File: config.mk
export PLATFORM = sky130hd
export DESIGN_NAME = timer_pwm_module
export DESIGN_NICKNAME = d
export VERILOG_FILES = /design/src/design/timer_pwm_module_pkg.sv /design/src/design/timer_pwm_module.sv
export VERILOG_INCLUDE_DIRS = /design/src /design/src/design
export SDC_FILE = /design/constraint.sdc
export NUM_CORES = 1
export LEC_CHECK = 0
export BUFFER_PORTS_ARGS = -buffer_cell sky130_fd_sc_hd__clkbuf_2
export CAP_MARGIN = 20
export CORE_UTILIZATION = 34
export CTS_BUF_LIST = sky130_fd_sc_hd__clkbuf_8 sky130_fd_sc_hd__clkbuf_16
export DETAILED_ROUTE_END_ITERATION = 12
export GPL_TIMING_DRIVEN = 0
export PLACE_DENSITY = 0.53
export SYNTH_ARGS = -nofsm -noshare
export SYNTH_HDL_FRONTEND = slang
export SYNTH_SLANG_ARGS = --single-unit
File: constraint.sdc
create_clock -name i_clock -period 4.2 [get_ports i_clock]
set_clock_uncertainty 0.2 [all_clocks]
set_input_delay 0.21 -clock i_clock [delete_from_list [all_inputs] [get_ports i_clock]]
set_output_delay 0.21 -clock i_clock [all_outputs]
set_load 0.02 [all_outputs]
File: src/design/timer_pwm_module_regs.svh
// Register offsets, field positions and reset values of the timer channel block
`ifndef TIMER_PWM_MODULE_REGS_SVH
`define TIMER_PWM_MODULE_REGS_SVH

`define NUM_CHANNELS 2
`define CNT_W 16
`define ADDR_W 12

// ==========================================
// Register byte offsets
`define OFS_STATUS_CONTROL 12'h000
`define OFS_COUNTER_VALUE 12'h004
`define OFS_MODULO_VALUE 12'h008
`define OFS_CHANNEL_BASE 12'h010
`define OFS_CHANNEL_STRIDE 12'h008
`define OFS_CHANNEL_VALUE 12'h004

// ==========================================
// Field positions
`define FLD_FLAG 7
`define FLD_CENTER 5
`define FLD_CLKS_HI 4
`define FLD_CLKS_LO 3
`define FLD_PS_HI 2
`define FLD_PS_LO 0
`define FLD_MODE_HI 5
`define FLD_MODE_LO 4
`define FLD_ELS_HI 3
`define FLD_ELS_LO 2

// ==========================================
// Reset values
`define RST_CNT 16'h0000
`define RST_MOD 16'h0000
`define RST_CTRL 8'h00

`endif

File: src/design/timer_pwm_module_pkg.sv
// Types shared by the timer channel block and its bench
package timer_pwm_module_pkg;

    typedef enum logic [1:0] {CLK_NONE, CLK_BUS, CLK_FIXED, CLK_EXTERNAL} clock_source_t;

    typedef struct packed {
        logic psel;
        logic penable;
        logic pwrite;
        logic [11:0] paddr;
        logic [31:0] pwdata;
    } apb_req_t;

    typedef struct packed {
        logic [31:0] prdata;
        logic pready;
        logic pslverr;
    } apb_rsp_t;

    typedef struct packed {
        logic [1:0] channel_mode_select;
        logic [1:0] edge_level_select;
    } channel_cfg_t;

endpackage : timer_pwm_module_pkg

File: src/design/timer_pwm_module.sv
// Timer/PWM module: counter, clock source choice, per-channel capture, compare and PWM pin logic
`timescale 1ns/1ps
`include "timer_pwm_module_regs.svh"
// ==========================================
module timer_pwm_module (
    input wire logic i_clock,
    input wire logic i_rst,
    input wire timer_pwm_module_pkg::apb_req_t i_apb,
    output timer_pwm_module_pkg::apb_rsp_t o_apb,
    input wire logic i_fixed_clock_tick,
    input wire logic i_external_count_clock,
    input wire logic [`NUM_CHANNELS-1:0] i_channel_pin,
    output logic [`NUM_CHANNELS-1:0] o_channel_pin,
    output logic [`NUM_CHANNELS-1:0] o_channel_pin_oe,
    output logic [`NUM_CHANNELS-1:0] o_channel_owned
);

    // ==========================================
    // Bus decode
    logic setup;
    logic wr_en;
    logic [`ADDR_W-1:0] addr;
    assign setup = i_apb.psel && !i_apb.penable;
    assign wr_en = i_apb.psel && i_apb.penable && i_apb.pwrite;
    assign addr = i_apb.paddr;

    // ==========================================
    // Global control and counter
    logic [7:0] ctrl_q, ctrl_d;
    logic [`CNT_W-1:0] cnt_q, cnt_d, mod_q, mod_d;
    logic up_q, up_d;
    logic new_q, new_d;
    logic [6:0] pre_q, pre_d;
    logic [2:0] ext_q, ext_d;
    logic tick;
    logic src_tick;
    logic center;
    logic ovf;
    timer_pwm_module_pkg::clock_source_t clks;

    assign center = ctrl_q[`FLD_CENTER];
    assign clks = timer_pwm_module_pkg::clock_source_t'(ctrl_q[`FLD_CLKS_HI:`FLD_CLKS_LO]);

    always_comb begin
        // First flop only feeds the second; edges are taken between second and third
        ext_d = {ext_q[1:0], i_external_count_clock};
        unique case (clks)
            timer_pwm_module_pkg::CLK_NONE: src_tick = 1'b0;
            timer_pwm_module_pkg::CLK_BUS: src_tick = 1'b1;
            timer_pwm_module_pkg::CLK_FIXED: src_tick = i_fixed_clock_tick;
            timer_pwm_module_pkg::CLK_EXTERNAL: src_tick = ext_q[1] && !ext_q[2];
        endcase
        pre_d = pre_q;
        tick = 1'b0;
        if (src_tick) begin
            tick = (pre_q & ((7'h01 << ctrl_q[`FLD_PS_HI:`FLD_PS_LO]) - 7'h01))
                == ((7'h01 << ctrl_q[`FLD_PS_HI:`FLD_PS_LO]) - 7'h01);
            pre_d = tick ? 7'h00 : pre_q + 7'h01;
        end
        cnt_d = cnt_q;
        up_d = up_q;
        ovf = 1'b0;
        if (tick) begin
            if (center) begin
                // Modulo of zero leaves the up/down counter parked at zero
                if (up_q && cnt_q >= mod_q) begin
                    up_d = 1'b0;
                    cnt_d = (mod_q == 16'h0000) ? 16'h0000 : cnt_q - 16'h0001;
                end else if (!up_q && cnt_q == 16'h0000) begin
                    up_d = 1'b1;
                    ovf = 1'b1;
                    cnt_d = (mod_q == 16'h0000) ? 16'h0000 : 16'h0001;
                end else begin
                    cnt_d = up_q ? cnt_q + 16'h0001 : cnt_q - 16'h0001;
                end
            end else begin
                up_d = 1'b1;
                if (mod_q != 16'h0000 && cnt_q == mod_q) begin
                    cnt_d = 16'h0000;
                    ovf = 1'b1;
                end else begin
                    cnt_d = cnt_q + 16'h0001;
                    ovf = (cnt_q == 16'hffff);
                end
            end
        end
        new_d = tick;
        ctrl_d = ctrl_q;
        mod_d = mod_q;
        if (wr_en && addr == `OFS_STATUS_CONTROL) begin
            ctrl_d[6:0] = i_apb.pwdata[6:0];
            if (!i_apb.pwdata[`FLD_FLAG]) begin
                ctrl_d[`FLD_FLAG] = 1'b0;
            end
        end
        if (wr_en && addr == `OFS_MODULO_VALUE) begin
            mod_d = i_apb.pwdata[15:0];
        end
        // Setting the flag after the clear keeps an overflow in the clearing cycle
        if (ovf) begin
            ctrl_d[`FLD_FLAG] = 1'b1;
        end
        // Any counter write restarts the count and the prescaler, whatever the data
        if (wr_en && addr == `OFS_COUNTER_VALUE) begin
            cnt_d = `RST_CNT;
            pre_d = 7'h00;
            up_d = 1'b1;
            new_d = 1'b1;
        end
    end

    always_ff @(posedge i_clock) begin
        if (i_rst) begin
            ctrl_q <= `RST_CTRL;
            cnt_q <= `RST_CNT;
            mod_q <= `RST_MOD;
            up_q <= 1'b1;
            new_q <= 1'b0;
            pre_q <= 7'h00;
            ext_q <= 3'h0;
        end else begin
            ctrl_q <= ctrl_d;
            cnt_q <= cnt_d;
            mod_q <= mod_d;
            up_q <= up_d;
            new_q <= new_d;
            pre_q <= pre_d;
            ext_q <= ext_d;
        end
    end

    // ==========================================
    // Channels
    logic [7:0] ch_ctrl_rd [`NUM_CHANNELS];
    logic [`CNT_W-1:0] ch_val_rd [`NUM_CHANNELS];

    genvar n;
    generate
        for (n = 0; n < `NUM_CHANNELS; n++) begin : g_ch
            localparam logic [`ADDR_W-1:0] CH_OFS = `ADDR_W'(`OFS_CHANNEL_BASE + `OFS_CHANNEL_STRIDE * n);
            timer_pwm_module_pkg::channel_cfg_t cfg_q, cfg_d;
            logic flag_q, flag_d;
            logic [`CNT_W-1:0] val_q, val_d;
            logic [2:0] pin_q, pin_d;
            logic out_q, out_d;
            logic owned, drives, match, capture, rise, fall, low_true;

            always_comb begin
                pin_d = {pin_q[1:0], i_channel_pin[n]};
                rise = pin_q[1] && !pin_q[2];
                fall = !pin_q[1] && pin_q[2];
                low_true = cfg_q.edge_level_select[0];
                owned = (cfg_q.edge_level_select != 2'b00) && (clks != timer_pwm_module_pkg::CLK_NONE);
                drives = owned && (center || cfg_q.channel_mode_select != 2'b00);
                match = new_q && (cnt_q == val_q);
                capture = 1'b0;
                if (!center && cfg_q.channel_mode_select == 2'b00) begin
                    unique case (cfg_q.edge_level_select)
                        2'b00: capture = 1'b0;
                        2'b01: capture = rise;
                        2'b10: capture = fall;
                        2'b11: capture = rise || fall;
                    endcase
                end
                // An undriven pin keeps tracking its level so toggle mode starts from it
                out_d = drives ? out_q : pin_q[1];
                if (drives && center) begin
                    if (match) begin
                        out_d = up_q ? low_true : !low_true;
                    end
                end else if (drives && cfg_q.channel_mode_select[1]) begin
                    // Match after period start: a channel value of zero gives zero duty
                    if (new_q && cnt_q == 16'h0000) begin
                        out_d = !low_true;
                    end
                    if (match) begin
                        out_d = low_true;
                    end
                end else if (drives && match) begin
                    unique case (cfg_q.edge_level_select)
                        2'b01: out_d = !out_q;
                        2'b10: out_d = 1'b0;
                        2'b11: out_d = 1'b1;
                        default: out_d = out_q;
                    endcase
                end
                cfg_d = cfg_q;
                flag_d = flag_q;
                val_d = val_q;
                if (wr_en && addr == CH_OFS) begin
                    cfg_d = i_apb.pwdata[`FLD_MODE_HI:`FLD_ELS_LO];
                    if (!i_apb.pwdata[`FLD_FLAG]) begin
                        flag_d = 1'b0;
                    end
                end
                if (wr_en && addr == CH_OFS + `OFS_CHANNEL_VALUE) begin
                    val_d = i_apb.pwdata[15:0];
                end
                if (capture) begin
                    val_d = cnt_q;
                end
                // Compare keeps flagging with pins released, giving a software timer
                if (capture || (match && (center || cfg_q.channel_mode_select != 2'b00))) begin
                    flag_d = 1'b1;
                end
            end

            always_ff @(posedge i_clock) begin
                if (i_rst) begin
                    cfg_q <= '0;
                    flag_q <= 1'b0;
                    val_q <= 16'h0000;
                    pin_q <= 3'h0;
                    out_q <= 1'b0;
                end else begin
                    cfg_q <= cfg_d;
                    flag_q <= flag_d;
                    val_q <= val_d;
                    pin_q <= pin_d;
                    out_q <= out_d;
                end
            end

            assign o_channel_pin[n] = out_q;
            assign o_channel_pin_oe[n] = drives;
            assign o_channel_owned[n] = owned;
            assign ch_ctrl_rd[n] = {flag_q, 1'b0, cfg_q, 2'b00};
            assign ch_val_rd[n] = val_q;
        end
    endgenerate

    // ==========================================
    // Read path, latched in the setup cycle so the access phase needs no wait
    logic [31:0] rdata_q, rdata_d;
    logic err_q, err_d;

    always_comb begin
        rdata_d = rdata_q;
        err_d = err_q;
        if (setup) begin
            rdata_d = 32'h0000_0000;
            err_d = 1'b0;
            unique case (addr)
                `OFS_STATUS_CONTROL: rdata_d[7:0] = ctrl_q;
                `OFS_COUNTER_VALUE: rdata_d[15:0] = cnt_q;
                `OFS_MODULO_VALUE: rdata_d[15:0] = mod_q;
                default: err_d = 1'b1;
            endcase
            for (int k = 0; k < `NUM_CHANNELS; k++) begin
                if (addr == `ADDR_W'(`OFS_CHANNEL_BASE + `OFS_CHANNEL_STRIDE * k)) begin
                    rdata_d[7:0] = ch_ctrl_rd[k];
                    err_d = 1'b0;
                end
                if (addr == `ADDR_W'(`OFS_CHANNEL_BASE + `OFS_CHANNEL_STRIDE * k + `OFS_CHANNEL_VALUE)) begin
                    rdata_d[15:0] = ch_val_rd[k];
                    err_d = 1'b0;
                end
            end
        end
    end

    always_ff @(posedge i_clock) begin
        if (i_rst) begin
            rdata_q <= 32'h0000_0000;
            err_q <= 1'b0;
        end else begin
            rdata_q <= rdata_d;
            err_q <= err_d;
        end
    end

    assign o_apb.prdata = rdata_q;
    assign o_apb.pready = 1'b1;
    assign o_apb.pslverr = err_q && i_apb.psel && i_apb.penable;

endmodule : timer_pwm_module

==> run_results.csv <==
group,metric,value,unit
floorplan,fp-row-count,54,
final_layout,final_cell_area,0.009024,mm^2
hold_path,hp-class,"in -> reg",
drt,wl_per_cell,19.21,um
critical_path,required,4320,ps
floorplan,dieHeight,151.6,um
cts,post_cts_buffers,0,
synthesis,ys.flop_type,"dfxtp_1",
synthesis,synth_edf_count,0,
final_layout,fin_cells,1375,
critical_path,slowest_stage,"nor3_1",
placed_design,pre_cts_ws,740.2,ps
cts,cts_tree,"done",
placed_design,port_buffers,57,
cts,insertion_delay,430,ps
cts,htreeDepth,4,
global_route,overflow,0,
placed_design,gp_congestion,0.8875,
timing,hold_viol,0,
critical_path,cp.arrival,3660,ps
placed_design,placed_cell_area,0.008300,mm^2
floorplan,core_area,0.02189,mm^2
cts,ctsLongestPathBuffers,2,
final_layout,diodes,0,
global_route,grt_max_degree,17,
pwr,p_sw_share,26.46,%
timing,post-route-period-util,84.15,%
critical_path,start_kind,"flop",
drt,vias,7498,
global_route,antenna_found_initial,0,
synthesis,seq_area_frac_synth,31.31,%
global_route,grt_usage,23.65,%
pwr,intPower,1.961,mW
final_layout,drive_above_1_share,13.61,%
pwr,power_frac_clock,50.1,%
global_route,grt_pass1_wl,40500,um
cts,cts_hold_buf,19,
floorplan,start_util,34.76,%
pwr,p_total,2.666,mW
pwr,p_leak,3.346,nW
cts,post_cts_resized,0,
drt,remaining_drc_errors,0,
synthesis,synth_cells,972,
drt,drt_iter0_markers,726,
placed_design,placed_cells,1324,
timing,clock.fmax,282.9,MHz
synthesis,synth_seq_cells,119,
pwr,sequentialPowerShare,43.1,%
final_layout,nets,1164,
final_layout,postLayoutCoreUtil,41.22,%
timing,setup_viol,0,
outcome,status,"complete, no violations",
flow_run,drv_cap,0,
floorplan,ios,93,
timing,drv_slew,0,
timing,finalSetupTns,0,ps
placed_design,dpl.hpwl,19690,um
pwr,power_density,295.5,mW/mm^2
synthesis,synth_cell_type_count,72,
synthesis,synth_warnings,0,
critical_path,end_kind,"flop",
critical_path,max_stage_delay,870,ps
cts,path_clk_slew,60,ps
synthesis,synth_area_per_cell,7.828,um^2
timing,fin_ws,665.6,ps
critical_path,r2r_cells,11,
critical_path,path_cells,"clkbuf_1 > nor2_1 > nand2_1 > ha_1 > nor2_1 > a21oi_1 > nand3b_1 > nor3_1 > clkbuf_1 > o221ai_1 > a31o_2",
floorplan,die_w,151.6,um
cts,cts_root_buf,"clkbuf_16",
pwr,ir_worst_vdd,0.0001861,V
global_route,grt_pass1_vias,6993,
pwr,power.combinational.fraction,6.8,%
timing,post-route-min-period,3534,ps
drt,routed_via_density,5.453,
final_layout,syn2layout_area_growth,18.60,%
timing,worst_pin_slew,1201,ps
critical_path,critPathKind,"reg -> reg",
critical_path,crit_fanout,10,
timing,rsz0062_at_grt,"false",
drt,dr.pass1.iters,5,
timing,holdWs,89.85,ps
synthesis,synth_area,0.007609,mm^2
hold_path,min_path_cells,4,
drt,drt-total-wl,26420,um
cts,cts_made_buffers,17,
synthesis,synthArstFlopShare,0,%
drt,ant_nets,0,
timing,slew_headroom,19.91,%
cts,cts_sinks,119,
floorplan,dieArea,0.02298,mm^2
pwr,p_switching,0.7056,mW
[metal layers]
metal,vias up,routed length [um],global-route usage [%]
met2,241,12280,38.88
li1,3666,-,-
met1,3562,12310,31.46
met4,0,444,6.634
met3,29,1378,4.341
met5,-,0,0
[flip-flops by register name, indices dropped and copies added, names as in the netlist, 6 cells and up]
register	cells
g_ch.pin_q	6
mod_q	16
pre_q	7
ch_ctrl_rd	8
cnt_q	16
g_ch.val_q	32
rdata_q	16
ctrl_q	8
[worst max-delay path: cells and delay by family (launching register included)]
| family | cells | cell delay (ps) |
|---|---|---|
| fa+ha+maj | 1 | 290 |
| compound gates | 3 | 620 |
| simple gates | 5 | 1290 |
| buf+inv | 2 | 740 |
| flops | 1 | 290 |
[cells in the mapped netlist, types with 3 or more instances]
| master | count | share of area (%) |
|---|---|---|
| a211oi_1 | 49 | 4.8 |
| a21o_1 | 3 | 0.30 |
| a21oi_1 | 79 | 5.2 |
| a221oi_1 | 5 | 0.58 |
| a22oi_1 | 17 | 1.7 |
| a31oi_1 | 8 | 0.66 |
| and2_1 | 3 | 0.25 |
| and3_1 | 7 | 0.58 |
| buf_1 | 9 | 0.44 |
| buf_2 | 10 | 0.66 |
| buf_4 | 30 | 3.0 |
| clkbuf_1 | 46 | 2.3 |
| dfxtp_1 | 119 | 31 |
| ha_1 | 29 | 4.8 |
| inv_1 | 33 | 1.6 |
| mux2_2 | 3 | 0.44 |
| mux2i_1 | 57 | 7.5 |
| nand2_1 | 90 | 4.4 |
| nand2b_1 | 4 | 0.33 |
| nand3_1 | 28 | 1.8 |
| nand4_1 | 20 | 1.6 |
| nor2_1 | 113 | 5.6 |
| nor2b_1 | 14 | 1.2 |
| nor3_1 | 20 | 1.3 |
| nor3b_1 | 3 | 0.30 |
| nor4_1 | 13 | 1.1 |
| o211ai_1 | 3 | 0.30 |
| o21ai_0 | 38 | 2.5 |
| o221ai_1 | 3 | 0.35 |
| o22ai_1 | 7 | 0.58 |
| o31ai_1 | 5 | 0.49 |
| o32ai_1 | 4 | 0.46 |
| or3_1 | 5 | 0.41 |
| xnor2_1 | 30 | 3.5 |
| xor2_1 | 15 | 1.7 |
[cells in the final DEF (no fill, tap or decap), drive strengths merged, types with 28 or more instances in the layout]
master	n
a211oi	49
a21oi	80
buf	50
clkbuf	122
dfxtp	119
ha	29
inv	35
mux2i	58
nand2	90
nand3	28
nor2	113
o21ai	40
xnor2	30
[power by group through the flow]
stage / clock network, mW / logic, mW / registers (mW)
floorplan: 0 / 0.0901 / 1.18
global placement: 0 / 0.167 / 1.17
detailed placement: 0 / 0.168 / 1.17
CTS: 1.36 / 0.181 / 1.15
global route: 1.41 / 0.199 / 1.15
finish: 1.34 / 0.182 / 1.15
[area by class of cell]
| class | instances | area, um^2 |
|---|---|---|
| multi-input cells | 737 | 4653 |
| clock inverters | 15 | 107.6 |
| flip-flops and latches | 119 | 2382 |
| plain buffers | 98 | 505.5 |
| well taps | 280 | 350.3 |
| fillers | 2315 | 12870 |
| clock buffers | 17 | 425.4 |
| inverters | 33 | 123.9 |
| repair buffers | 76 | 475.5 |
[cells by family after synthesis]
logic type / synth area share (%)
buffers and inverters: 8.272
XOR/XNOR: 5.180
AO/OA/AOI/OAI: 21.03
other: 0.09870
flip-flops: 31.31
AND/OR/NAND/NOR: 21.10
adder cells (fa/ha/maj): 4.769
multiplexers: 8.239
[worst paths after layout]
| check | from | to | slack [ps] |
|---|---|---|---|
| setup / recovery | ctrl_q[2]$_SDFFE_PP0P_ | cnt_q[12]$_SDFFE_PP0P_ | 670 |
| hold / removal | i_apb[36] | rdata_q[7]$_SDFFE_PP0P_ | 90 |
| setup reg to reg | ctrl_q[2]$_SDFFE_PP0P_ | cnt_q[12]$_SDFFE_PP0P_ | 670 |
| hold reg to reg | g_ch[1].pin_q[0]$_SDFF_PP0_ | g_ch[1].pin_q[1]$_SDFF_PP0_ | 230 |
Power figures use the tool's default switching activity.
